### src/rtl/svrg_defines.svh
/*
 * Timing constants for the supervisor reset/watchdog gate.
 * Assumes a single 20 MHz system clock and a 1 us internal timebase tick.
 */
`ifndef SVRG_DEFINES_SVH
`define SVRG_DEFINES_SVH

`define SVRG_CLK_MHZ 20
`define SVRG_TICK_US 1
`define SVRG_TICK_CYCLES (`SVRG_CLK_MHZ * `SVRG_TICK_US)

`define SVRG_RST_TIMEOUT_MS 200
`define SVRG_RST_TICKS (`SVRG_RST_TIMEOUT_MS * 1000 / `SVRG_TICK_US)

`define SVRG_WD_TIMEOUT_MS 1600
`define SVRG_WD_TICKS (`SVRG_WD_TIMEOUT_MS * 1000 / `SVRG_TICK_US)

`define SVRG_CE_HOLD_US 10
`define SVRG_CE_HOLD_CYCLES (`SVRG_CE_HOLD_US * `SVRG_CLK_MHZ)

`define SVRG_SYNC_W 9

`endif

### src/rtl/svrg_pkg.sv
/*
 * Types shared by the supervisor reset/watchdog gate.
 * Assumes comparator results arrive as plain logic levels, high = above.
 */
package svrg_pkg;

    typedef struct packed {
        logic vcc_above_reset;
        logic vcc_above_cell;
        logic vcc_above_switch;
        logic cell_above_good;
        logic powerfail_above_trip;
        logic vcc_above_low_line;
    } svrg_cmp_t;

    typedef struct packed {
        svrg_cmp_t cmp;
        logic manual_reset_n;
        logic watchdog_strobe;
        logic chip_enable_n;
    } svrg_pins_t;

endpackage

### src/rtl/svrg_sync.sv
/*
 * Two-stage synchroniser for a vector of unrelated level inputs.
 * Assumes each bit is a slow level; no bus coherency across bits.
 */
`timescale 1ns/1ps
module svrg_sync #(
    parameter int W = 1
) (
    input wire logic clk_i,
    input wire logic sys_rst_i,
    input wire logic [W-1:0] async_i,
    output logic [W-1:0] sync_o
);
    logic [W-1:0] stage1;

    if (W < 1) begin : g_chk
        $error("svrg_sync: width must be at least 1");
    end

    // first stage is read only by the second
    always_ff @(posedge clk_i or posedge sys_rst_i) begin
        if (sys_rst_i) begin
            stage1 <= '0;
            sync_o <= '0;
        end else begin
            stage1 <= async_i;
            sync_o <= stage1;
        end
    end
endmodule

### src/rtl/svrg_tick.sv
/*
 * Free-running timebase divider producing a one-cycle tick enable.
 * Assumes DIV cycles of clk_i make one tick.
 */
`timescale 1ns/1ps
module svrg_tick #(
    parameter int DIV = 20
) (
    input wire logic clk_i,
    input wire logic sys_rst_i,
    output logic tick_o
);
    logic [$clog2(DIV+1)-1:0] cnt;

    if (DIV < 2) begin : g_chk
        $error("svrg_tick: divider must be at least 2");
    end

    always_ff @(posedge clk_i or posedge sys_rst_i) begin
        if (sys_rst_i) begin
            cnt <= '0;
            tick_o <= 1'b0;
        end else if (cnt == ($clog2(DIV+1))'(DIV - 1)) begin
            cnt <= '0;
            tick_o <= 1'b1;
        end else begin
            cnt <= cnt + 1'b1;
            tick_o <= 1'b0;
        end
    end
endmodule

### src/rtl/svrg_core.sv
/*
 * Supervisor core: reset stretcher, watchdog, chip-enable gate, cell
 * switchover select, cell status, power-fail and early-warning outputs.
 * Assumes comparator results and pins are asynchronous to clk_i; the
 * analog switch itself and the freshness seal live outside.
 */
// Overview of operation
// main supply feeds RAM whenever above reset threshold or above the cell.
// cell-selected indicator high when RAM runs from cell, low on main.
// cell-good output follows the cell-good comparator, checked continuously.
// below switchover threshold the cell-good output is held low.
// power-fail output low if input below trip or supply below switchover.
// manual reset low asserts reset, held while low plus 200ms after.
// watchdog fault low when strobe stays at one level past timeout.
// watchdog fault returns high on the next strobe transition.
// fault output high between switchover and reset thresholds, low below.
// gated chip-enable low only when input low and reset not asserted.
// if enable low at reset, keep gated output low at most 10us.
// active-high reset is the exact inverse of active-low reset.
// reset pulses low 200ms when triggered, low while supply or manual reset low.
// reset extended 200ms after supply recovery, watchdog reset, manual reset release.
// early warning output low when supply falls to the low-line threshold.
// system may tie watchdog fault to manual reset for full resets.
// watchdog timeout nominally 1.6s; cleared by reset or strobe transition.
// watchdog timer held cleared during reset, counts from release or edge.
// watchdog-caused reset clears fault 10us after reset is asserted.
// all intervals count a free-running timebase; counts are parameters. The 10us enable hold and fault clear instead count clk_i cycles against CE_HOLD.
// comparator results and pins pass two flip-flops before use.
`timescale 1ns/1ps
`include "svrg_defines.svh"
module svrg_core #(
    parameter int RST_TICKS = `SVRG_RST_TICKS,
    parameter int WD_TICKS = `SVRG_WD_TICKS,
    parameter int TICK_CYCLES = `SVRG_TICK_CYCLES
) (
    input wire logic clk_i,
    input wire logic sys_rst_i,
    input wire svrg_pkg::svrg_cmp_t cmp_i,
    input wire logic manual_reset_n_i,
    input wire logic watchdog_strobe_i,
    input wire logic chip_enable_n_i,
    output logic reset_n_o,
    output logic reset_o,
    output logic watchdog_fault_n_o,
    output logic chip_enable_out_n_o,
    output logic cell_selected_indicator_o,
    output logic cell_good_output_o,
    output logic powerfail_compare_output_o,
    output logic early_warning_n_o
);
    localparam int RW = $clog2(RST_TICKS + 1);
    localparam int WW = $clog2(WD_TICKS + 1);
    localparam int CE_HOLD = `SVRG_CE_HOLD_CYCLES;
    localparam int AW = $clog2(CE_HOLD + 2);

    if (RST_TICKS < 1 || WD_TICKS < 1 || TICK_CYCLES < 2 || CE_HOLD < 2) begin : g_chk
        $error("svrg_core: timing counts out of range");
    end

    svrg_pkg::svrg_pins_t pins_s;
    logic tick;
    logic strobe_q;
    logic strobe_edge;
    logic rst_cond;
    logic [RW-1:0] rst_cnt;
    logic next_active;
    logic [WW-1:0] wd_cnt;
    logic wd_fault;
    logic [AW-1:0] rst_age;
    logic ce_hold;
    logic rst_rise;

    // slow comparators and pins all cross through here
    svrg_sync #(
        .W(`SVRG_SYNC_W)
    ) u_sync (
        .clk_i(clk_i),
        .sys_rst_i(sys_rst_i),
        .async_i({cmp_i, manual_reset_n_i, watchdog_strobe_i, chip_enable_n_i}),
        .sync_o(pins_s)
    );

    // one timebase for every long interval
    svrg_tick #(
        .DIV(TICK_CYCLES)
    ) u_tick (
        .clk_i(clk_i),
        .sys_rst_i(sys_rst_i),
        .tick_o(tick)
    );

    // reset request: supply under threshold or manual input low
    assign rst_cond = !pins_s.cmp.vcc_above_reset || !pins_s.manual_reset_n;

    // stretch counter reloads while the request stands
    always_ff @(posedge clk_i or posedge sys_rst_i) begin
        if (sys_rst_i) begin
            rst_cnt <= RW'(RST_TICKS);
        end else if (rst_cond) begin
            rst_cnt <= RW'(RST_TICKS);
        end else if (tick && rst_cnt != '0) begin
            rst_cnt <= rst_cnt - 1'b1;
        end
    end

    assign next_active = rst_cond || (rst_cnt != '0);
    assign rst_rise = next_active && !reset_o;

    // both polarities from one decision, so never apart
    always_ff @(posedge clk_i or posedge sys_rst_i) begin
        if (sys_rst_i) begin
            reset_n_o <= 1'b0;
            reset_o <= 1'b1;
        end else begin
            reset_n_o <= !next_active;
            reset_o <= next_active;
        end
    end

    // cycles since reset went active, saturating just past the hold time
    always_ff @(posedge clk_i or posedge sys_rst_i) begin
        if (sys_rst_i) begin
            rst_age <= AW'(CE_HOLD + 1);
        end else if (rst_rise) begin
            rst_age <= '0;
        end else if (reset_o && rst_age != AW'(CE_HOLD + 1)) begin
            rst_age <= rst_age + 1'b1;
        end
    end

    // strobe edge detect on the synchronised copy only
    always_ff @(posedge clk_i or posedge sys_rst_i) begin
        if (sys_rst_i) begin
            strobe_q <= 1'b0;
        end else begin
            strobe_q <= pins_s.watchdog_strobe;
        end
    end

    assign strobe_edge = strobe_q != pins_s.watchdog_strobe;

    // watchdog timer: cleared by reset or any edge
    always_ff @(posedge clk_i or posedge sys_rst_i) begin
        if (sys_rst_i) begin
            wd_cnt <= '0;
        end else if (reset_o || strobe_edge) begin
            wd_cnt <= '0;
        end else if (tick && wd_cnt != WW'(WD_TICKS)) begin
            wd_cnt <= wd_cnt + 1'b1;
        end
    end

    // fault latch; a timeout and an edge in the same cycle leaves the edge
    // winning since the timer restarts there anyway
    always_ff @(posedge clk_i or posedge sys_rst_i) begin
        if (sys_rst_i) begin
            wd_fault <= 1'b0;
        end else if (strobe_edge) begin
            wd_fault <= 1'b0;
        end else if (reset_o && rst_age >= AW'(CE_HOLD)) begin
            wd_fault <= 1'b0;
        end else if (!reset_o && wd_cnt == WW'(WD_TICKS)) begin
            wd_fault <= 1'b1;
        end
    end

    // below switchover the fault pin reads low regardless
    always_ff @(posedge clk_i or posedge sys_rst_i) begin
        if (sys_rst_i) begin
            watchdog_fault_n_o <= 1'b0;
        end else begin
            watchdog_fault_n_o <= pins_s.cmp.vcc_above_switch && !wd_fault;
        end
    end

    // enable caught low at reset onset may finish its cycle
    always_ff @(posedge clk_i or posedge sys_rst_i) begin
        if (sys_rst_i) begin
            ce_hold <= 1'b0;
        end else if (rst_rise) begin
            ce_hold <= !pins_s.chip_enable_n;
        // cleared two early: onset edge and output flop each add one cycle
        end else if (pins_s.chip_enable_n || rst_age >= AW'(CE_HOLD - 2)) begin
            ce_hold <= 1'b0;
        end
    end

    // ram select never strands in the enabled state during reset
    always_ff @(posedge clk_i or posedge sys_rst_i) begin
        if (sys_rst_i) begin
            chip_enable_out_n_o <= 1'b1;
        end else begin
            // onset edge counts as held, else a one-cycle gap opens at reset
            chip_enable_out_n_o <= pins_s.chip_enable_n || (next_active && !(ce_hold || rst_rise));
        end
    end

    // switchover select with hysteresis: back to main on either condition
    always_ff @(posedge clk_i or posedge sys_rst_i) begin
        if (sys_rst_i) begin
            cell_selected_indicator_o <= 1'b0;
        end else if (pins_s.cmp.vcc_above_reset || pins_s.cmp.vcc_above_cell) begin
            cell_selected_indicator_o <= 1'b0;
        end else if (!pins_s.cmp.vcc_above_switch) begin
            cell_selected_indicator_o <= 1'b1;
        end
    end

    // status outputs from comparator levels
    always_ff @(posedge clk_i or posedge sys_rst_i) begin
        if (sys_rst_i) begin
            cell_good_output_o <= 1'b0;
            powerfail_compare_output_o <= 1'b0;
            early_warning_n_o <= 1'b0;
        end else begin
            cell_good_output_o <= pins_s.cmp.cell_above_good && pins_s.cmp.vcc_above_switch;
            powerfail_compare_output_o <= pins_s.cmp.powerfail_above_trip
                && pins_s.cmp.vcc_above_switch;
            early_warning_n_o <= pins_s.cmp.vcc_above_low_line;
        end
    end

    // helper: length of the current reset-time enable hold
    logic [AW:0] hold_len;
    always_ff @(posedge clk_i or posedge sys_rst_i) begin
        if (sys_rst_i) begin
            hold_len <= '0;
        end else if (reset_o && !chip_enable_out_n_o) begin
            hold_len <= hold_len + 1'b1;
        end else begin
            hold_len <= '0;
        end
    end

    property p_inverse;
        @(posedge clk_i) disable iff (sys_rst_i) reset_o == !reset_n_o;
    endproperty
    a_inverse: assert property (p_inverse) else $error("reset outputs not inverse");

    property p_mr_reset;
        @(posedge clk_i) disable iff (sys_rst_i)
            !pins_s.manual_reset_n |=> !reset_n_o ##0 rst_cnt == RW'(RST_TICKS);
    endproperty
    a_mr_reset: assert property (p_mr_reset) else $error("manual reset not honoured");

    property p_vcc_reset;
        @(posedge clk_i) disable iff (sys_rst_i)
            !pins_s.cmp.vcc_above_reset |=> reset_o;
    endproperty
    a_vcc_reset: assert property (p_vcc_reset) else $error("low supply without reset");

    property p_stretch;
        @(posedge clk_i) disable iff (sys_rst_i)
            $fell(rst_cond) |=> reset_o [*8];
    endproperty
    a_stretch: assert property (p_stretch) else $error("reset not stretched");

    property p_wd_clear;
        @(posedge clk_i) disable iff (sys_rst_i)
            (strobe_edge || reset_o) |=> wd_cnt == '0;
    endproperty
    a_wd_clear: assert property (p_wd_clear) else $error("watchdog timer not cleared");

    property p_wd_fault;
        @(posedge clk_i) disable iff (sys_rst_i)
            (!reset_o && !strobe_edge && wd_cnt == WW'(WD_TICKS) && pins_s.cmp.vcc_above_switch)
            |=> ##1 !watchdog_fault_n_o;
    endproperty
    a_wd_fault: assert property (p_wd_fault) else $error("timeout without fault");

    property p_wd_edge;
        @(posedge clk_i) disable iff (sys_rst_i)
            (strobe_edge && pins_s.cmp.vcc_above_switch) ##1 pins_s.cmp.vcc_above_switch
            |=> watchdog_fault_n_o;
    endproperty
    a_wd_edge: assert property (p_wd_edge) else $error("fault not cleared by edge");

    property p_wd_low_supply;
        @(posedge clk_i) disable iff (sys_rst_i)
            !pins_s.cmp.vcc_above_switch |=> !watchdog_fault_n_o && !cell_good_output_o;
    endproperty
    a_wd_low_supply: assert property (p_wd_low_supply) else $error("outputs high below switch");

    property p_ce_gate;
        @(posedge clk_i) disable iff (sys_rst_i)
            !chip_enable_out_n_o |-> $past(!pins_s.chip_enable_n);
    endproperty
    a_ce_gate: assert property (p_ce_gate) else $error("enable passed while input high");

    property p_ce_hold;
        @(posedge clk_i) disable iff (sys_rst_i) hold_len <= (AW+1)'(CE_HOLD);
    endproperty
    a_ce_hold: assert property (p_ce_hold) else $error("enable held too long in reset");

    property p_powerfail;
        @(posedge clk_i) disable iff (sys_rst_i)
            (!pins_s.cmp.powerfail_above_trip || !pins_s.cmp.vcc_above_switch)
            |=> !powerfail_compare_output_o;
    endproperty
    a_powerfail: assert property (p_powerfail) else $error("power-fail output stuck high");

    property p_select;
        @(posedge clk_i) disable iff (sys_rst_i)
            (pins_s.cmp.vcc_above_reset || pins_s.cmp.vcc_above_cell)
            |=> !cell_selected_indicator_o;
    endproperty
    a_select: assert property (p_select) else $error("cell selected with main good");

    c_mr_pulse: cover property (@(posedge clk_i) disable iff (sys_rst_i) $rose(reset_n_o));
    c_wd_fault: cover property (@(posedge clk_i) disable iff (sys_rst_i)
        $fell(watchdog_fault_n_o) && pins_s.cmp.vcc_above_switch);
    c_ce_hold: cover property (@(posedge clk_i) disable iff (sys_rst_i)
        reset_o && !chip_enable_out_n_o);
    c_switch: cover property (@(posedge clk_i) disable iff (sys_rst_i)
        $rose(cell_selected_indicator_o));
endmodule

### config.mk
export PLATFORM = sky130hd
export DESIGN_NAME = svrg_core
export DESIGN_NICKNAME = d
export VERILOG_FILES = /design/src/rtl/svrg_pkg.sv /design/src/rtl/svrg_sync.sv /design/src/rtl/svrg_tick.sv /design/src/rtl/svrg_core.sv
export VERILOG_INCLUDE_DIRS = /design/src /design/src/rtl
export SDC_FILE = /design/constraint.sdc
export NUM_CORES = 1
export LEC_CHECK = 0
export ABC_AREA = 1
export BUFFER_PORTS_ARGS = -buffer_cell sky130_fd_sc_hd__buf_2
export CAP_MARGIN = 20
export CORE_MARGIN = 1.5
export CORE_UTILIZATION = 40
export CTS_BUF_LIST = sky130_fd_sc_hd__clkbuf_8
export DETAILED_ROUTE_END_ITERATION = 8
export GPL_TIMING_DRIVEN = 0
export SYNTH_ARGS = -nofsm -noshare
export SYNTH_HDL_FRONTEND = slang
export SYNTH_SLANG_ARGS = --single-unit
### constraint.sdc
create_clock -name clk_i -period 6.75 [get_ports clk_i]
set_input_delay 0.675 -clock clk_i [delete_from_list [all_inputs] [get_ports clk_i]]
set_output_delay 0.675 -clock clk_i [all_outputs]
set_load 0.03 [all_outputs]
==> metrics.cfg <==
[placed_design]
port_buffers=18
dp.cells=713
finalWeightedCongestion=0.912
placedInstanceArea_um2=4690
dp_hpwl_um=6480

[setup_path]
r2r_cells=10
critPathArrivalTime_ns=2.21
worst_setup_path_end_kind=register
r2r_start=rst_cnt[0]$_DFFE_PP0P_
crit_path_end=rst_cnt[2]$_DFFE_PP0P_
worst_setup_path_start_kind=register
path_class=reg2reg
rr_endpoint=rst_cnt[2]$_DFFE_PP0P_
crit_required_ns=7.00
reg2reg_slack_ns=4.79
crit_start=rst_cnt[0]$_DFFE_PP0P_
cp_max_fo=10

[routing]
drt_first_iter_violations=127
drc=0
wl_per_cell_um=12.5
vias_per_cell=4.83
drt_pass1_iterations=4
vias=3520
drtAntennaViolNets=0
drt_wl_total_um=9130

[timing]
setup_viol_count_final=0
worstMarginPinSlew_ns=0.509
min_period_over_period_pct=29.0
max_freq_mhz=511
slew_viol_final=0
rsz0062_at_grt=false
finalSetupTns_ns=0
relSlewSlack_pct=66.1
finClkSkew_ns=0.0116
fin_crit_ns=1.96
hold_viol=0

[cts]
cts.clk_slew.worst_paths_ns=0.10
cts_max_level=3
cts_root_buf=clkbuf_8
clock_latency_ns=0.36
post_cts_buffers=0
cts_tree=yes
postCtsHoldBufs=0
cts_buffers=9
cts_num_sinks=82
cts_resized=0
clockBufferDepth=2

[finish]
drive_gt1_share_pct=14.8
area_growth_syn_to_layout_pct=11.2
fin_cells=729
layout.nets=602
antenna_cells=0
design_area_um2=4880

[floorplan]
die_y_um=108
start_util_pct=40.7
core_region_area_um2=10800
die_w_um=108
die_area_um2=11600
rows=38
boundaryPins=19

[power_and_ir_drop]
powerDensity_nw_per_um2=210
p_sw_share_pct=29.8
p_leak_nw=2.34
power_frac_comb_pct=11.4
pwr-share-clk_pct=34.6
seq_power_share_pct=54.0
switchingPower_mw=0.305
internal_power_mw=0.719
ir_worst_vdd_mv=0.113

[yosys]
synth_seq_area_share_pct=47.0
netlist_area_um2=4390
synth_edf_count=0
synth-warning-count=0
synthFlopType=dfrtp_1
yosysMostFrequentCell=nand2_1
synth.net_count=572
yosysTopAreaCell=dfrtp_1
ys_top_cells_by_area=dfrtp_1 (40%), nand2_1 (14%), dfstp_2 (7.2%)
synthTopCellsByCount=nand2_1 (166), nor2_1 (83), dfrtp_1 (70), inv_1 (58), nand3_1 (47)
synth_cell_types=31
yosysTopAreaCellShare_pct=39.9
synth-seq-cells=82
syn_inst=554
synth-async-reset-ratio_pct=100
synth_area_per_cell_um2=7.93

[global_routing]
grt_max_degree=48
overflow=0
grtUsageTotal_pct=17.5
antenna_found_initial=0
grt_pass1_vias=3402
grt_pass1_wl_um=16000

[status]
status=finished clean

[flow_run]
cap_violations=0

[worst_hold_path]
min_path_type=in2async

[per-stage QoR]
stage               total power [mW]  util [%]  hold slack [ns]  setup slack, ns
finish                          1.02      45.3            0.328             4.79
floorplan                      0.646         -            0.331             3.99
CTS                             1.04      45.3            0.327             4.79
global route                    1.09      45.3            0.347             4.67
detailed placement             0.679      43.5            0.336             4.81
global placement               0.672      43.2            0.334             3.01
[state kept, by name (all words and copies together), names as in the netlist, 5 cells and up]
register	count
wd_cnt	21
rst_age	8
u_sync.sync_o	9
rst_cnt	18
u_sync.stage1	9
u_tick.cnt	5
[power groups by stage]
| stage | Sequential (mW) | Combinational (mW) | Clock, mW |
|---|---|---|---|
| after detailed placement | 0.561 | 0.117 | 0 |
| final | 0.553 | 0.117 | 0.354 |
| after floorplan | 0.557 | 0.0888 | 0 |
| after global routing | 0.558 | 0.136 | 0.393 |
| after CTS | 0.552 | 0.118 | 0.369 |
| after global placement | 0.560 | 0.112 | 0 |
[layout make-up]
cell class              instances  area, µm²
fillers                      1024       5910
flip-flops and latches         82       2070
multi-input cells             404       2030
inverters                      60        228
well taps                     140        175
clock buffers                  10        138
repair buffers                 19        118
plain buffers                   8       76.3
clock inverters                 6       57.6
[cell families after synthesis]
| family | Yosys count | share of synthesized area (%) |
|---|---|---|
| AOI/OAI and AO/OA | 33 | 5.15 |
| xor gates and xnor gates | 20 | 3.99 |
| adders and majority gates | 7 | 1.99 |
| buffers and inverters | 68 | 6.86 |
| DFF | 82 | 47.0 |
| and+or+nand+nor | 344 | 35.0 |
[metal layers]
metal / GRT usage, % / part of all wire, % / up-vias
met5: 0 / 0 / -
li1: - / - / 1799
met3: 2.60 / 2.3 / 6
met2: 28.8 / 48 / 40
met4: 6.86 / 0.95 / 0
met1: 23.2 / 49 / 1675
[critical path: stages, from the launching register on]
cell	delay [ns]
dfrtp_1	0.41
clkinv_1	0.16
ha_1	0.25
nand2_2	0.11
nor2_4	0.25
nand3_4	0.16
nand2_8	0.13
nand2_8	0.09
buf_12	0.17
nand3_2	0.05
nand2_1	0.05
[cell usage in the layout (no fill, tap or decap), drive strengths merged, types with 4 or more instances in the layout]
cell and n:
nor3 10, nor2 91, clkbuf 12, xor2 18
a21oi 6, nand3 49, ha 7, dfrtp 70
o21bai 5, dfstp 12, nand4 14, nand2 176
clkinv 4, inv 62, o21ai 22, buf 25
[worst min-delay path by stage]
stage | startpoint | end
finish | sys_rst_i | rst_cnt[1]$_DFFE_PP0P_
global route | sys_rst_i | u_sync.stage1[6]$_DFF_PP0_
CTS | sys_rst_i | rst_cnt[1]$_DFFE_PP0P_
detailed placement | u_sync.stage1[5]$_DFF_PP0_ | u_sync.sync_o[5]$_DFF_PP0_
global placement | u_sync.stage1[7]$_DFF_PP0_ | u_sync.sync_o[7]$_DFF_PP0_
floorplan | u_sync.sync_o[3]$_DFF_PP0_ | early_warning_n_o$_DFF_PP0_
Power figures use the tool's default switching activity.
